$ cat config.mk
export PLATFORM = sky130hd
export DESIGN_NAME = cps_power_unit_flat
export DESIGN_NICKNAME = d
export VERILOG_FILES = /design/src/rtl/cps_pkg.sv /design/src/rtl/cps_if.sv /design/src/rtl/cps_power_unit.sv /design/src/flat_wrapper.sv
export SDC_FILE = /design/constraint.sdc
export NUM_CORES = 1
export LEC_CHECK = 0
export BUFFER_PORTS_ARGS = -buffer_cell sky130_fd_sc_hd__buf_2
export CORE_MARGIN = 10
export CORE_UTILIZATION = 40
export DETAILED_ROUTE_END_ITERATION = 10
export PLACE_DENSITY = 0.67
export SETUP_SLACK_MARGIN = 0.05
export SYNTH_ARGS = -nofsm -noshare
export SYNTH_HDL_FRONTEND = slang
export SYNTH_SLANG_ARGS = --single-unit
export TNS_END_PERCENT = 100
$ cat constraint.sdc
create_clock -name clk -period 3 [get_ports clk]
set_input_delay 0.3 -clock clk [delete_from_list [all_inputs] [get_ports clk]]
set_output_delay 0.3 -clock clk [all_outputs]
set_load 0.01 [all_outputs]
$ cat src/rtl/cps_pkg.sv
package cps_pkg;

  localparam int CLK_NS = 40;

  // Core and tightly coupled memory frequencies of the two active settings.
  localparam int LP_FREQ_MHZ = 96;
  localparam int HP_FREQ_MHZ = 192;

  // Time from power-on of the core until its retained state is usable.
  localparam int RESTORE_NS = 200;
  localparam int RESTORE_CYC = (RESTORE_NS + CLK_NS - 1) / CLK_NS;

  // Time the central power controller needs to settle a rail.
  localparam int RAIL_SETTLE_NS = 1000;
  localparam int RAIL_SETTLE_CYC = (RAIL_SETTLE_NS + CLK_NS - 1) / CLK_NS;

  localparam int TICK_RELOAD = 1000;

  localparam logic [1:0] RAIL_RET = 2'h0;
  localparam logic [1:0] RAIL_LP = 2'h1;
  localparam logic [1:0] RAIL_HP = 2'h2;

  localparam logic [1:0] PS_OFF = 2'h0;
  localparam logic [1:0] PS_DEEP = 2'h1;
  localparam logic [1:0] PS_SLEEP = 2'h2;
  localparam logic [1:0] PS_ACTIVE = 2'h3;

  localparam logic [1:0] REG_CTRL = 2'h0;
  localparam logic [1:0] REG_MASK = 2'h1;
  localparam logic [1:0] REG_STAT = 2'h2;
  localparam int CTRL_DEEP_BIT = 0;
  localparam int CTRL_SOE_BIT = 1;
  localparam logic [7:0] CTRL_RST = 8'h00;
  localparam logic [7:0] MASK_RST = 8'hff;

  typedef enum logic [3:0] {
    ST_OFF = 4'h0,
    ST_PWRUP = 4'h1,
    ST_ACTIVE = 4'h2,
    ST_HP_UP = 4'h3,
    ST_HP_DN = 4'h4,
    ST_SLEEP = 4'h5,
    ST_DS_WIC = 4'h6,
    ST_DS_RET = 4'h7,
    ST_DS_DOWN = 4'h8,
    ST_DEEP = 4'h9,
    ST_DS_UP = 4'ha,
    ST_RESTORE = 4'hb
  } cps_pu_state_type;

  typedef enum logic [1:0] {
    CS_RUN = 2'h0,
    CS_REQ = 2'h1,
    CS_SLEPT = 2'h2
  } cps_core_state_type;

endpackage

$ cat src/rtl/cps_if.sv
`timescale 1ns/1ps
interface cps_if #(
  parameter int IRQ_N = 8
);
  logic sleepReq;
  logic sleepDeep;
  logic [IRQ_N-1:0] wakeMask;
  logic nvicEvent;
  logic dbgEvent;
  logic dbgAttached;
  logic railAck;
  logic busClkEn;
  logic freeClkEn;
  logic corePwrEn;
  logic retainEn;
  logic restoreStb;
  logic coreRun;
  logic wicAck;
  logic [IRQ_N-1:0] nvicIrq;
  logic railReq;
  logic [1:0] railTgt;

  modport pu (
    input sleepReq, sleepDeep, wakeMask, nvicEvent, dbgEvent, dbgAttached,
    input railAck,
    output busClkEn, freeClkEn, corePwrEn, retainEn, restoreStb, coreRun,
    output wicAck, nvicIrq, railReq, railTgt
  );

  modport core (
    output sleepReq, sleepDeep, wakeMask, nvicEvent, dbgEvent, dbgAttached,
    output railAck,
    input busClkEn, freeClkEn, corePwrEn, retainEn, restoreStb, coreRun,
    input wicAck, nvicIrq, railReq, railTgt
  );
endinterface

$ cat src/rtl/cps_power_unit.sv
// The implementer's own choices: the plain strobed port and the register addresses.
`timescale 1ns/1ps
// How it works
// - High performance raises only core and memory clock.
// - Software asks, hardware sequences the mode change.
// - High performance needs the buck supply.
// - Core sees no separate high performance mode.
// - Active runs bus and free clocks.
// - Core sets sleep depth before requesting.
// - Three instructions or events raise sleep request.
// - Irq, event, debug or reset wakes core.
// - Sleep gates clocks, keeps core powered.
// - Deep sleep removes power, retains flops.
// - Deep entry handshakes and records wake conditions.
// - Free clock gated asleep, restarts on irq.
// - Tick timer stops in deep sleep, and in sleep unless a debugger is attached.
// - Debugger keeps free clock running in sleep.
// - Deep entry retains state, lowers rails.
// - Wake raises rails, restores, then releases core.
// - States off, deep, sleep, active.
// - Peripheral irqs reach both interrupt controllers.
module cps_power_unit
  import cps_pkg::*;
#(
  parameter int IRQ_N = 8
)
(
  input wire logic clk,
  input wire logic rst,
  cps_if.pu link,
  input wire logic hpModeReq,
  input wire logic buckSel,
  input wire logic [IRQ_N-1:0] periphIrq,
  output logic coreTcmFreqHigh,
  output logic [1:0] powerState,
  output logic hpRefused
);

  cps_pu_state_type state_r;
  cps_pu_state_type state_nxt;
  logic [IRQ_N-1:0] wakeMask_r;
  logic [7:0] restCnt_r;
  logic wakePend_r;
  logic wakeAny;
  logic hpWanted;

  function automatic logic clocksRun(input cps_pu_state_type s);
    clocksRun = (s == ST_ACTIVE) || (s == ST_HP_UP) || (s == ST_HP_DN);
  endfunction

  function automatic logic inDeepEntry(input cps_pu_state_type s);
    inDeepEntry = (s == ST_DS_WIC) || (s == ST_DS_RET) || (s == ST_DS_DOWN);
  endfunction

  assign wakeAny = (|(periphIrq & wakeMask_r)) | link.nvicEvent
                   | link.dbgEvent;

  assign hpWanted = hpModeReq & buckSel;

  always_comb
  begin
    state_nxt = state_r;
    case (state_r)
      ST_OFF:
        state_nxt = ST_PWRUP;
      ST_PWRUP:
        if (link.railAck)
          state_nxt = ST_ACTIVE;
      ST_ACTIVE:
        if (link.sleepReq)
          state_nxt = link.sleepDeep ? ST_DS_WIC : ST_SLEEP;
        else if (hpWanted && !coreTcmFreqHigh)
          state_nxt = ST_HP_UP;
        else if (!hpWanted && coreTcmFreqHigh)
          state_nxt = ST_HP_DN;
      ST_HP_UP:
        if (link.railAck)
          state_nxt = ST_ACTIVE;
      ST_HP_DN:
        if (link.railAck)
          state_nxt = ST_ACTIVE;
      ST_SLEEP:
        if (wakeAny)
          state_nxt = ST_ACTIVE;
      ST_DS_WIC:
        state_nxt = ST_DS_RET;
      ST_DS_RET:
        if (wakeAny || wakePend_r)
          state_nxt = ST_RESTORE;
        else
          state_nxt = ST_DS_DOWN;
      ST_DS_DOWN:
        if (link.railAck)
          state_nxt = (wakeAny || wakePend_r) ? ST_DS_UP : ST_DEEP;
      ST_DEEP:
        if (wakeAny || wakePend_r)
          state_nxt = ST_DS_UP;
      ST_DS_UP:
        if (link.railAck)
          state_nxt = ST_RESTORE;
      ST_RESTORE:
        if (restCnt_r == 8'(RESTORE_CYC - 1))
          state_nxt = ST_ACTIVE;
      default:
        state_nxt = ST_OFF;
    endcase
  end

  always_ff @(posedge clk or posedge rst)
  begin
    if (rst)
      state_r <= ST_OFF;
    else
      state_r <= state_nxt;
  end

  always_ff @(posedge clk or posedge rst)
  begin
    if (rst)
      wakeMask_r <= '1;
    else if (state_r == ST_ACTIVE && link.sleepReq)
      wakeMask_r <= link.wakeMask;
  end

  always_ff @(posedge clk or posedge rst)
  begin
    if (rst)
      wakePend_r <= 1'b0;
    else if (wakeAny && inDeepEntry(state_r))
      wakePend_r <= 1'b1;
    else if (state_nxt == ST_DS_UP || state_nxt == ST_RESTORE)
      wakePend_r <= 1'b0;
  end

  always_ff @(posedge clk or posedge rst)
  begin
    if (rst)
      restCnt_r <= 8'h00;
    else if (state_r == ST_RESTORE)
      restCnt_r <= restCnt_r + 8'h01;
    else
      restCnt_r <= 8'h00;
  end

  // Only core and memory clock switch frequency.
  always_ff @(posedge clk or posedge rst)
  begin
    if (rst)
      coreTcmFreqHigh <= 1'b0;
    else if (state_r == ST_HP_UP && link.railAck)
      coreTcmFreqHigh <= 1'b1;
    // Frequency drops before the rail is lowered, never after.
    else if (state_nxt == ST_HP_DN || state_nxt == ST_DS_WIC)
      coreTcmFreqHigh <= 1'b0;
  end

  always_ff @(posedge clk or posedge rst)
  begin
    if (rst)
      hpRefused <= 1'b0;
    else
      hpRefused <= hpModeReq & ~buckSel;
  end

  always_ff @(posedge clk or posedge rst)
  begin
    if (rst)
    begin
      link.busClkEn <= 1'b0;
      link.coreRun <= 1'b0;
      link.freeClkEn <= 1'b0;
    end
    else
    begin
      link.busClkEn <= clocksRun(state_nxt);
      link.coreRun <= clocksRun(state_nxt);
      link.freeClkEn <= clocksRun(state_nxt)
                        || (state_nxt == ST_SLEEP && link.dbgAttached);
    end
  end

  always_ff @(posedge clk or posedge rst)
  begin
    if (rst)
    begin
      link.corePwrEn <= 1'b0;
      link.retainEn <= 1'b0;
      link.restoreStb <= 1'b0;
      link.wicAck <= 1'b0;
    end
    else
    begin
      link.corePwrEn <= !(state_nxt == ST_OFF || state_nxt == ST_PWRUP
                          || state_nxt == ST_DS_DOWN
                          || state_nxt == ST_DEEP || state_nxt == ST_DS_UP);
      link.retainEn <= (state_nxt == ST_DS_RET) || (state_nxt == ST_DS_DOWN)
                       || (state_nxt == ST_DEEP) || (state_nxt == ST_DS_UP)
                       || (state_nxt == ST_RESTORE);
      link.restoreStb <= (state_nxt == ST_RESTORE)
                         && (state_r != ST_RESTORE);
      link.wicAck <= (state_nxt == ST_DS_WIC);
    end
  end

  always_ff @(posedge clk or posedge rst)
  begin
    if (rst)
    begin
      link.railReq <= 1'b0;
      link.railTgt <= RAIL_RET;
    end
    else
    begin
      link.railReq <= (state_nxt == ST_PWRUP) || (state_nxt == ST_HP_UP)
                      || (state_nxt == ST_HP_DN) || (state_nxt == ST_DS_DOWN)
                      || (state_nxt == ST_DS_UP);
      case (state_nxt)
        ST_HP_UP: link.railTgt <= RAIL_HP;
        ST_DS_DOWN: link.railTgt <= RAIL_RET;
        ST_PWRUP, ST_HP_DN, ST_DS_UP: link.railTgt <= RAIL_LP;
        default: link.railTgt <= link.railTgt;
      endcase
    end
  end

  // Irqs forwarded to core as well.
  always_ff @(posedge clk or posedge rst)
  begin
    if (rst)
      link.nvicIrq <= '0;
    else
      link.nvicIrq <= periphIrq;
  end

  always_ff @(posedge clk or posedge rst)
  begin
    if (rst)
      powerState <= PS_OFF;
    else
    begin
      case (state_nxt)
        ST_OFF, ST_PWRUP: powerState <= PS_OFF;
        ST_SLEEP: powerState <= PS_SLEEP;
        ST_DS_DOWN, ST_DEEP, ST_DS_UP: powerState <= PS_DEEP;
        default: powerState <= PS_ACTIVE;
      endcase
    end
  end

endmodule // cps_power_unit

$ cat src/flat_wrapper.sv
// flat-port wrapper written by rule: the top's interface ports become plain ports
module cps_power_unit_flat import cps_pkg::*;
#(
  parameter int IRQ_N = 8
)
  (clk, rst, hpModeReq, buckSel, periphIrq, coreTcmFreqHigh, powerState, hpRefused, link_sleepReq, link_sleepDeep, link_wakeMask, link_nvicEvent, link_dbgEvent, link_dbgAttached, link_railAck, link_busClkEn, link_freeClkEn, link_corePwrEn, link_retainEn, link_restoreStb, link_coreRun, link_wicAck, link_nvicIrq, link_railReq, link_railTgt);
  cps_if #(.IRQ_N(IRQ_N)) link_i ();
  input wire logic clk;
  input wire logic rst;
  input wire logic hpModeReq;
  input wire logic buckSel;
  input wire logic [IRQ_N-1:0] periphIrq;
  output logic coreTcmFreqHigh;
  output logic [1:0] powerState;
  output logic hpRefused;
  input wire logic [$bits(link_i.sleepReq)-1:0] link_sleepReq;
  input wire logic [$bits(link_i.sleepDeep)-1:0] link_sleepDeep;
  input wire logic [$bits(link_i.wakeMask)-1:0] link_wakeMask;
  input wire logic [$bits(link_i.nvicEvent)-1:0] link_nvicEvent;
  input wire logic [$bits(link_i.dbgEvent)-1:0] link_dbgEvent;
  input wire logic [$bits(link_i.dbgAttached)-1:0] link_dbgAttached;
  input wire logic [$bits(link_i.railAck)-1:0] link_railAck;
  output wire logic [$bits(link_i.busClkEn)-1:0] link_busClkEn;
  output wire logic [$bits(link_i.freeClkEn)-1:0] link_freeClkEn;
  output wire logic [$bits(link_i.corePwrEn)-1:0] link_corePwrEn;
  output wire logic [$bits(link_i.retainEn)-1:0] link_retainEn;
  output wire logic [$bits(link_i.restoreStb)-1:0] link_restoreStb;
  output wire logic [$bits(link_i.coreRun)-1:0] link_coreRun;
  output wire logic [$bits(link_i.wicAck)-1:0] link_wicAck;
  output wire logic [$bits(link_i.nvicIrq)-1:0] link_nvicIrq;
  output wire logic [$bits(link_i.railReq)-1:0] link_railReq;
  output wire logic [$bits(link_i.railTgt)-1:0] link_railTgt;
  assign link_i.sleepReq = link_sleepReq;
  assign link_i.sleepDeep = link_sleepDeep;
  assign link_i.wakeMask = link_wakeMask;
  assign link_i.nvicEvent = link_nvicEvent;
  assign link_i.dbgEvent = link_dbgEvent;
  assign link_i.dbgAttached = link_dbgAttached;
  assign link_i.railAck = link_railAck;
  assign link_busClkEn = link_i.busClkEn;
  assign link_freeClkEn = link_i.freeClkEn;
  assign link_corePwrEn = link_i.corePwrEn;
  assign link_retainEn = link_i.retainEn;
  assign link_restoreStb = link_i.restoreStb;
  assign link_coreRun = link_i.coreRun;
  assign link_wicAck = link_i.wicAck;
  assign link_nvicIrq = link_i.nvicIrq;
  assign link_railReq = link_i.railReq;
  assign link_railTgt = link_i.railTgt;
  cps_power_unit #(.IRQ_N(IRQ_N)) u_core (.clk(clk), .rst(rst), .link(link_i), .hpModeReq(hpModeReq), .buckSel(buckSel), .periphIrq(periphIrq), .coreTcmFreqHigh(coreTcmFreqHigh), .powerState(powerState), .hpRefused(hpRefused));
endmodule
# ---- After elaboration in Yosys (flattened, before gate mapping)
# Index checks and enable logic that the tools add are counted.
dict set report totals {
  ff_bits 42
  latch_bits 0
  ram_bits 0
  rom_bits 0
  in_bits 26
  output_inout_bits 22
  wordCells 107
  memories 0
}
dict set report op_classes {
  n_addsub 1
  multipliers 0
  n_div 0
  n_lt_le_gt_ge 0
  eq_ne 24
  n_shift 0
  mux 20
  bitwise 6
  n_reduce_logical 40
}
# operator count
set op_table {}
lappend op_table {{4-bit case mux with 10 select lines} 1}
lappend op_table {{4-bit 2-to-1 mux} 9}
lappend op_table {{4-bit by 3-bit equality test with 1-bit output (second input constant)} 8}
lappend op_table {{4-bit equality test (second input constant)} 8}
lappend op_table {{1-bit logical OR} 20}
lappend op_table {{4-bit by 2-bit equality test with 1-bit output (second input constant)} 4}
lappend op_table {{2-bit case mux with 3 select lines} 2}
lappend op_table {{3-bit OR reduction} 3}
lappend op_table {{8-bit by 1-bit adder with 8-bit output (second input constant)} 1}
lappend op_table {{8-bit bitwise AND} 1}
lappend op_table {{4-bit by 1-bit equality test with 1-bit output (second input constant)} 2}
lappend op_table {{8-bit by 3-bit equality test with 1-bit output (second input constant)} 1}
lappend op_table {{4-bit zero test} 2}
lappend op_table {{8-bit 2-to-1 mux} 1}
lappend op_table {{8-bit OR reduction} 1}
lappend op_table {{1-bit logical AND} 7}
lappend op_table {{2-bit 2-to-1 mux} 3}
lappend op_table {{1-bit 2-to-1 mux} 4}
lappend op_table {{4-bit != test (second input constant)} 1}
lappend op_table {{2-bit nonzero test} 2}
lappend op_table {{1-bit zero test} 3}
lappend op_table {{3-bit nonzero test} 1}
lappend op_table {{1-bit bitwise AND} 2}
lappend op_table {{1-bit bitwise OR} 2}
lappend op_table {{2 further kinds} 2}

# ---- Logic depth before layout (Yosys ltp)
# Gate-level depths: netlist of run 1.
dict set report depth {
  word_depth 14
  ltp_mapped 10
  depth_no_buf 9
}

# ---- Worst setup path before layout of run 1
# No wires, ideal clock.
dict set report synth_timing {
  path_kind {reg2reg}
  startpoint {reg u_core.restCnt_r[5]}
  endpoint {reg u_core.link.railTgt[1]}
  setup_ns 0.080
  arrival_ns 1.995
  t_required_ns 2.920
  path_slack_ns 0.925
  stages_incl_launch_ff 7
  path_buffers 0
  synth_period_minus_slack_ns 2.075
  path_cell_list {dfrtp_1 or3_1 or4_4 a22oi_4 nand2_2 or3_1 o211ai_2}
}
dict set report synth_via {
  elab_chain_len 6
  word_cells_on_any_way 11
  cone_classes {eq/ne (6); mux (3); reduce/logical (2)}
}
# element line_no
set synth_lines {}
lappend synth_lines {{start, declared} cps_power_unit.sv:42} ;# logic [7:0] restCnt_r;
lappend synth_lines {{start signal, assigned} cps_power_unit.sv:140} ;# restCnt_r <= restCnt_r + 8'h01;
lappend synth_lines {{8-bit by 3-bit equality test with 1-bit output *} cps_power_unit.sv:102} ;# if (restCnt_r == 8'(RESTORE_CYC - 1))
lappend synth_lines {{4-bit 2-to-1 mux *} cps_power_unit.sv:102}
lappend synth_lines {{4-bit case mux with 10 select lines *} cps_power_unit.sv:63} ;# case (state_r)
lappend synth_lines {{4-bit by 3-bit equality test with 1-bit output, or another cell as far along} cps_power_unit.sv:217} ;# case (state_nxt)
lappend synth_lines {{3-bit OR reduction} cps_power_unit.sv:217}
lappend synth_lines {{2-bit case mux with 3 select lines or 3-bit nonzero test (tied branches)} -}
lappend synth_lines {{end signal, assigned} cps_power_unit.sv:221} ;# default: link.railTgt <= link.railTgt;
lappend synth_lines {{end, declared} cps_if.sv:27} ;# output wicAck, nvicIrq, railReq, railTgt
# Every way passes the cells marked *; elsewhere a longest branch is shown, timed or not.
# A chain may end at the register's enable or synchronous reset.

# ---- Final worst setup path of run 1
dict set report layout_timing {
  startpoint {reg u_core.state_r[1]}
  endpoint {reg u_core.coreTcmFreqHigh}
}
dict set report layout_via {
  elab_chain_len 7
  word_cells_on_any_way 29
  cone_classes {eq/ne (13); mux (11); reduce/logical (5)}
}
# element line_no
set layout_lines {}
lappend layout_lines {{start, declared} cps_power_unit.sv:39} ;# cps_pu_state_type state_r;
lappend layout_lines {{start signal, assigned} cps_power_unit.sv:114} ;# state_r <= state_nxt;
lappend layout_lines {{4-bit 2-to-1 mux} cps_power_unit.sv:74} ;# else if (!hpWanted && coreTcmFreqHigh)
lappend layout_lines {{4-bit 2-to-1 mux} cps_power_unit.sv:72} ;# else if (hpWanted && !coreTcmFreqHigh)
lappend layout_lines {{4-bit 2-to-1 mux} cps_power_unit.sv:70} ;# if (link.sleepReq)
lappend layout_lines {{4-bit case mux with 10 select lines} cps_power_unit.sv:63}
lappend layout_lines {{4-bit by 3-bit equality test with 1-bit output} cps_power_unit.sv:153} ;# else if (state_nxt == ST_HP_DN || state_nxt == ST_DS_WIC)
lappend layout_lines {{1-bit logical OR} cps_power_unit.sv:153}
lappend layout_lines {{2-bit nonzero test (no line)} -}
lappend layout_lines {{end signal, assigned} cps_power_unit.sv:149} ;# coreTcmFreqHigh <= 1'b0;
lappend layout_lines {{end signal, assigned} cps_power_unit.sv:151} ;# coreTcmFreqHigh <= 1'b1;
lappend layout_lines {{end signal, assigned} cps_power_unit.sv:154} ;# coreTcmFreqHigh <= 1'b0;
lappend layout_lines {{end, declared} cps_power_unit.sv:34} ;# output logic coreTcmFreqHigh,
# Parallel ways exist; a longest one is shown, timed or not.

==> qor.csv, run 1 <==
metric,value,unit
Clock Path Buffers,2,
Synth async-reset ratio,100.0,%
largest net degree at the start of global routing,24,
vias in the first global route,1589,
CTS tree,yes,
Setup CP Type,register to register,
sequential fraction of the synthesis area,53.60,%
Routed Antenna Nets,0,
std cell rows,25,
final core occ,50.42,%
"Setup Fix Bufs, Post-CTS",0,
DR vias/cell,5.054,
root buffer cell,clkbuf_8,
Slew headroom,47.26,%
Final Hold Fails,0,
Die Wd,90.35,um
global-route wire length before repair,7893,um
cell internal pwr,0.001525,W
CP Max Fanout,13,
Pwr Density,1008,nW/um2
minimum clock period,2540,ps
WL/cell,14.93,um
PostCTS Resize Cnt,0,
combinational fraction of design power,39.4,%
clock sinks,42,
Core ar.,4755,um2
H-tree Lvls,2,
Startpoint Class,register,
outcome,"finished, final reports clean",
period utilization,84.68,%
Nets,254,
initial antenna violation count,0,
Die H,90.35,um
Vias,1486,
worst min path class,primary input to asynchronous set/reset pin,
Overflow after GRT,0,
Sequential Power Share,38.5,%
Synth warnings,0,
die area,8162,um2
cell area after synthesis,1979,um2
clk_lat worst skew,300,ps
Final Setup Violations,0,
Worst EP required,3180,ps
RSZ-0062 raised after global routing,false,
Slew @ Worst Pin,791.1,ps
Final Wtd Congestion,0.8302,
net count after synthesis,208,
I/O Buffers,47,
Starting DRT DRC Count,105,
cts-stage hold buffer count,0,
Sw Ratio,36.92,%
leading area contributor after synthesis,dfrtp_1,
synthesized area per cell,11.00,um2
Fmax,393.7,MHz
Yosys top cell area share,42.98,%
# IOs,48,
clock slew at reported path FFs,80,ps
Peak supply drop,416.3,uV
number of flops mapped to enable cells by yosys,0,
clock power share,22.0,%
Setup TNS Final,0,ps
dominant synthesized flop cell,dfrtp_1,
Total GRT Usage,11.60,%
P&R area growth vs syn,21.11,%
Lkg Pwr,1.122,nW
synth unique cells,57,
max cap viols,0,
Worst Skew,8.389,ps
Diodes inserted,0,
Residual DRC,0,
Pre-Repair DR Iteration Count,4,
share of layout cells above drive strength 1,37.00,%
Gate Count Post-Synth,180,
routed wire length,4388,um
total CTS buffers,5,
Critical Path End Type,register,
largest cells by area after synthesis,"dfrtp_1 (43%), dfstp_2 (11%), mux2_2 (4.6%)",
Initial Utilization,41.63,%
NetSw,0.0008926,W
Post-synth top cells,"dfrtp_1 (34), nor2_1 (14), nand2_1 (10), nand3_1 (10), o21ai_0 (10)",
Max Slew Vio Count,0,
post-DP HPWL,3157,um
"FF+latch count, synth",42,
top-count cell post-synth,dfrtp_1,
Critical Path AT,2720,ps
==> metal layers <==
layer,part of all wire [%],up-vias,track usage [%]
met3,4.1,5,3.159
li1,-,730,-
met2,46,40,18.04
met1,47,711,14.51
met4,2.1,0,5.570
met5,0,-,0
==> metrics by stage <==
step	setup slack, ps	std cells	cell area, um2	hold WS (ps)	total power [W]
final	459.7	294	2397	115.2	0.002417
after floorplan	924.8	180	1979	331.4	0.001652
after detailed placement	430.4	286	2260	424.4	0.001897
after global routing	171.4	294	2397	92.68	0.002634
after CTS	453.6	294	2397	102.1	0.002446
after global placement	520.6	286	2260	421.0	0.001873
==> state kept, by name (all words and copies together), names as in the netlist <==
signal / flops
u_core.state_r: 4
u_core.link.corePwrEn: 1
u_core.link.retainEn: 1
u_core.powerState: 2
u_core.link.nvicIrq: 8
u_core.wakePend_r: 1
u_core.link.wicAck: 1
u_core.link.busClkEn: 1
u_core.coreTcmFreqHigh: 1
u_core.wakeMask_r: 8
u_core.link.railReq: 1
u_core.link.restoreStb: 1
u_core.link.freeClkEn: 1
u_core.restCnt_r: 8
u_core.link.railTgt: 2
u_core.hpRefused: 1
==> power by group through the flow <==
stage          Clock, W  Sequential, W  Combinational (W)
6_report       0.000533       0.000932           0.000953
5_1_grt        0.000577       0.000964            0.00109
4_1_cts        0.000549       0.000929           0.000967
3_5_place_dp          0       0.000941           0.000956
3_3_place_gp          0       0.000936           0.000937
2_1_floorplan         0       0.000914           0.000738
==> layout make-up <==
| cell class | instances | area [um2] |
|---|---|---|
| Fill cell | 445 | 2357 |
| Sequential cell | 42 | 1061 |
| Multi-Input combinational cell | 118 | 828.3 |
| Timing Repair Buffer | 48 | 242.7 |
| Tap cell | 67 | 83.83 |
| Clock buffer | 5 | 68.82 |
| Clock inverter | 3 | 68.82 |
| Inverter | 11 | 43.79 |
==> logic make-up (layout without fill, tap and decap cells) <==
kind of cell	Yosys count	in the layout	share of synthesized area [%]
AOI/OAI and AO/OA	38	38	15.42
muxes	8	8	4.551
DFF	42	42	53.60
xor gates and xnor gates	6	6	2.655
adders and majority gates	2	2	1.264
and+or+nand+nor	64	64	17.95
buffers and inverters	20	67	4.551
==> path summary, 6_finish.rpt <==
path	from	to	slack, ps	cells after the start
setup / recovery	u_core.state_r[1]	u_core.coreTcmFreqHigh	460	6
hold / removal	rst	u_core.restCnt_r[2]	120	2
setup reg to reg	u_core.state_r[1]	u_core.coreTcmFreqHigh	460	6
hold reg to reg	u_core.restCnt_r[0]	u_core.restCnt_r[0]	540	1
max in group asynchronous	rst	u_core.wakeMask_r[0]	2050	3
min in group clk	periphIrq[3]	u_core.link.nvicIrq[3]	120	1
==> cells in the final DEF, fill, tap and decap left out, types with 5 or more instances in the layout <==
| cell type | Yosys | routed |
|---|---|---|
| dfstp_2 | 8 | 8 |
| nand3_1 | 10 | 10 |
| o21ai_0 | 10 | 10 |
| xor2_1 | 5 | 5 |
| and3_1 | 5 | 5 |
| nand2_1 | 10 | 10 |
| buf_2 | 4 | 47 |
| dfrtp_1 | 34 | 34 |
| clkbuf_8 | 0 | 5 |
| inv_1 | 9 | 9 |
| mux2_2 | 8 | 8 |
| nor2_1 | 14 | 14 |
==> worst max-delay path: stages (launching register included) <==
cell	delay [ps]
dfrtp_1	530
and3_1	210
o311ai_0	420
o211ai_1	180
a221oi_2	630
nand2_1	210
a32o_1	250
Note: power is estimated with default switching activity, not from simulation.
==> inputs of run 2 (changes only) <==
clock period = 2.6 ns   (was 3 ns; I/O delays follow)
==> run 2 against run 1 <==
  * Sequential power grew 16%
  * Hold slack lost 32 ps
  * Clock power shrank 6.2%
  * First-iteration DRC count shrank 22%
  * Critical path depth grew 1
  * Clock skew is essentially flat
  * Flip-flop and latch count is the same
  * Utilization grew 0.11 points
  * Global-route usage is essentially flat
  * Register-to-register slack lost 260 ps
  * Worst setup slack lost 260 ps
  * Largest cell class unchanged
==> qor.csv, run 2 (same netlist as run 1, synthesis figures left out) <==
metric,value,unit
Total Power,0.002739,W
RSZ-0062 raised after global routing,false,
Clock Path Buffers,2,
Slew headroom,62.43,%
Sw Ratio,37.69,%
clock sinks,42,
P&R area growth vs syn,21.37,%
Worst EP required,2810,ps
post-DP HPWL,3286,um
Setup TNS Final,0,ps
root buffer cell,clkbuf_8,
Starting DRT DRC Count,82,
"most common cell after layout, fill and taps aside",buf_2,
Critical Path AT,2620,ps
share of layout cells above drive strength 1,37.83,%
std cell rows,25,
clk_lat worst skew,290,ps
max cap viols,0,
"commonest non-fill, non-tap cells in the layout","buf_2 (47), dfrtp_1 (34), nor2_1 (14)",
clock slew at reported path FFs,80,ps
initial antenna violation count,0,
cts-stage hold buffer count,0,
Pre-Repair DR Iteration Count,4,
Vias,1511,
Final Wtd Congestion,0.8321,
I/O Buffers,47,
minimum clock period,2405,ps
Pwr Density,1140,nW/um2
# IOs,48,
design area,2402,um2
DR vias/cell,5.088,
area of the multi-input gates,839.6,um2
Worst Skew,8.735,ps
vias in the first global route,1574,
die area,8162,um2
Overflow after GRT,0,
Initial Utilization,41.63,%
Die Wd,90.35,um
Die H,90.35,um
largest net degree at the start of global routing,43,
gr busiest metal,met2,
Total GRT Usage,11.64,%
Routed Antenna Nets,0,
cell internal pwr,0.001707,W
Final Setup Violations,0,
Peak supply drop,344.2,uV
routed wire length,4444,um
GR Util met3,3.574,%
sequential cell area,1061,um2
Lkg Pwr,1.127,nW
CP Max Fanout,13,
Startpoint Class,register,
global-route wire length before repair,7776,um
fillcell total,455,
Hold WS,83.53,ps
met1 Use GR,13.94,%
Cells after DPL,289,
CTS tree,yes,
Critical Path End Type,register,
outcome,"finished, final reports clean",
Diodes inserted,0,
Final Hold Fails,0,
fin cells,297,
combinational fraction of design power,42.4,%
largest registers,"u_core.link.nvicIrq (8), u_core.restCnt_r (8), u_core.wakeMask_r (8)",
WL/cell,14.96,um
Core ar.,4755,um2
Residual DRC,0,
Nets,257,
"Setup Fix Bufs, Post-CTS",0,
period utilization,92.48,%
Setup CP Type,register to register,
dpl cell area,2282,um2
NetSw,0.001032,W
total CTS buffers,5,
Sequential Power Share,39.4,%
H-tree Lvls,2,
Max Slew Vio Count,0,
Fmax,415.9,MHz
Slew @ Worst Pin,556.5,ps
clock power share,18.3,%
worst min path class,primary input to register,
GR Util met2,18.77,%
-- run 2: final timing paths --
check / endpoint / slack (ps) / cells after the start / start
setup / recovery: u_core.link.railTgt[0] / 200 / 7 / u_core.state_r[1]
hold reg to reg: u_core.restCnt_r[0] / 530 / 1 / u_core.restCnt_r[0]
setup reg to reg: u_core.link.railTgt[0] / 200 / 7 / u_core.state_r[1]
hold / removal: u_core.link.nvicIrq[0] / 80 / 1 / periphIrq[0]
max in group asynchronous: u_core.wakeMask_r[2] / 2130 / 3 / rst
min in group asynchronous: u_core.link.railTgt[1] / 90 / 3 / rst
-- run 2: power by group through the flow --
| stage | Sequential, W | Clock, W | Combinational (W) |
|---|---|---|---|
| after floorplan | 0.00105 | 0 | 0.000852 |
| after detailed placement | 0.00109 | 0 | 0.00115 |
| final | 0.00108 | 0.000500 | 0.00116 |
| after global routing | 0.00112 | 0.000556 | 0.00132 |
| after CTS | 0.00108 | 0.000517 | 0.00116 |
| after global placement | 0.00108 | 0 | 0.00115 |
-- run 2: routing by layer --
metal,part of all wire [%],wire length [um]
met3,5.6,251
met5,0,0
met1,45,2007
met4,1.8,79
met2,47,2106
-- run 2: repair_timing --
item	CTS	global route
setup endpoints to repair	0	4
resized for setup	0	1
endpoints found under the hold margin	0	0
-- run 2: through the flow --
step           utilization, %  setup slack (ps)
6_report                50.53             195.5
5_1_grt                 50.53             82.34
4_1_cts                 50.29             184.5
3_5_place_dp            48.00             201.8
3_3_place_gp            48.00             235.1
2_1_floorplan               -             524.8
-- run 2: final cells by class --
cell class	count	share of cell area [%]
tap	67	3.490
inverter	11	1.823
clock inverter	3	1.667
timing repair buffer	51	11.04
clock buffer	5	2.865
multi-input combinational	118	34.95
sequential	42	44.17
-- run 2: critical path, cell delays in order (launching register included) --
cell and delay (ps):
dfrtp_1 520, and3_1 210, o311ai_0 520, o211ai_1 260, a221oi_4 340, buf_4 210, nor3_1 60, a211oi_2 200
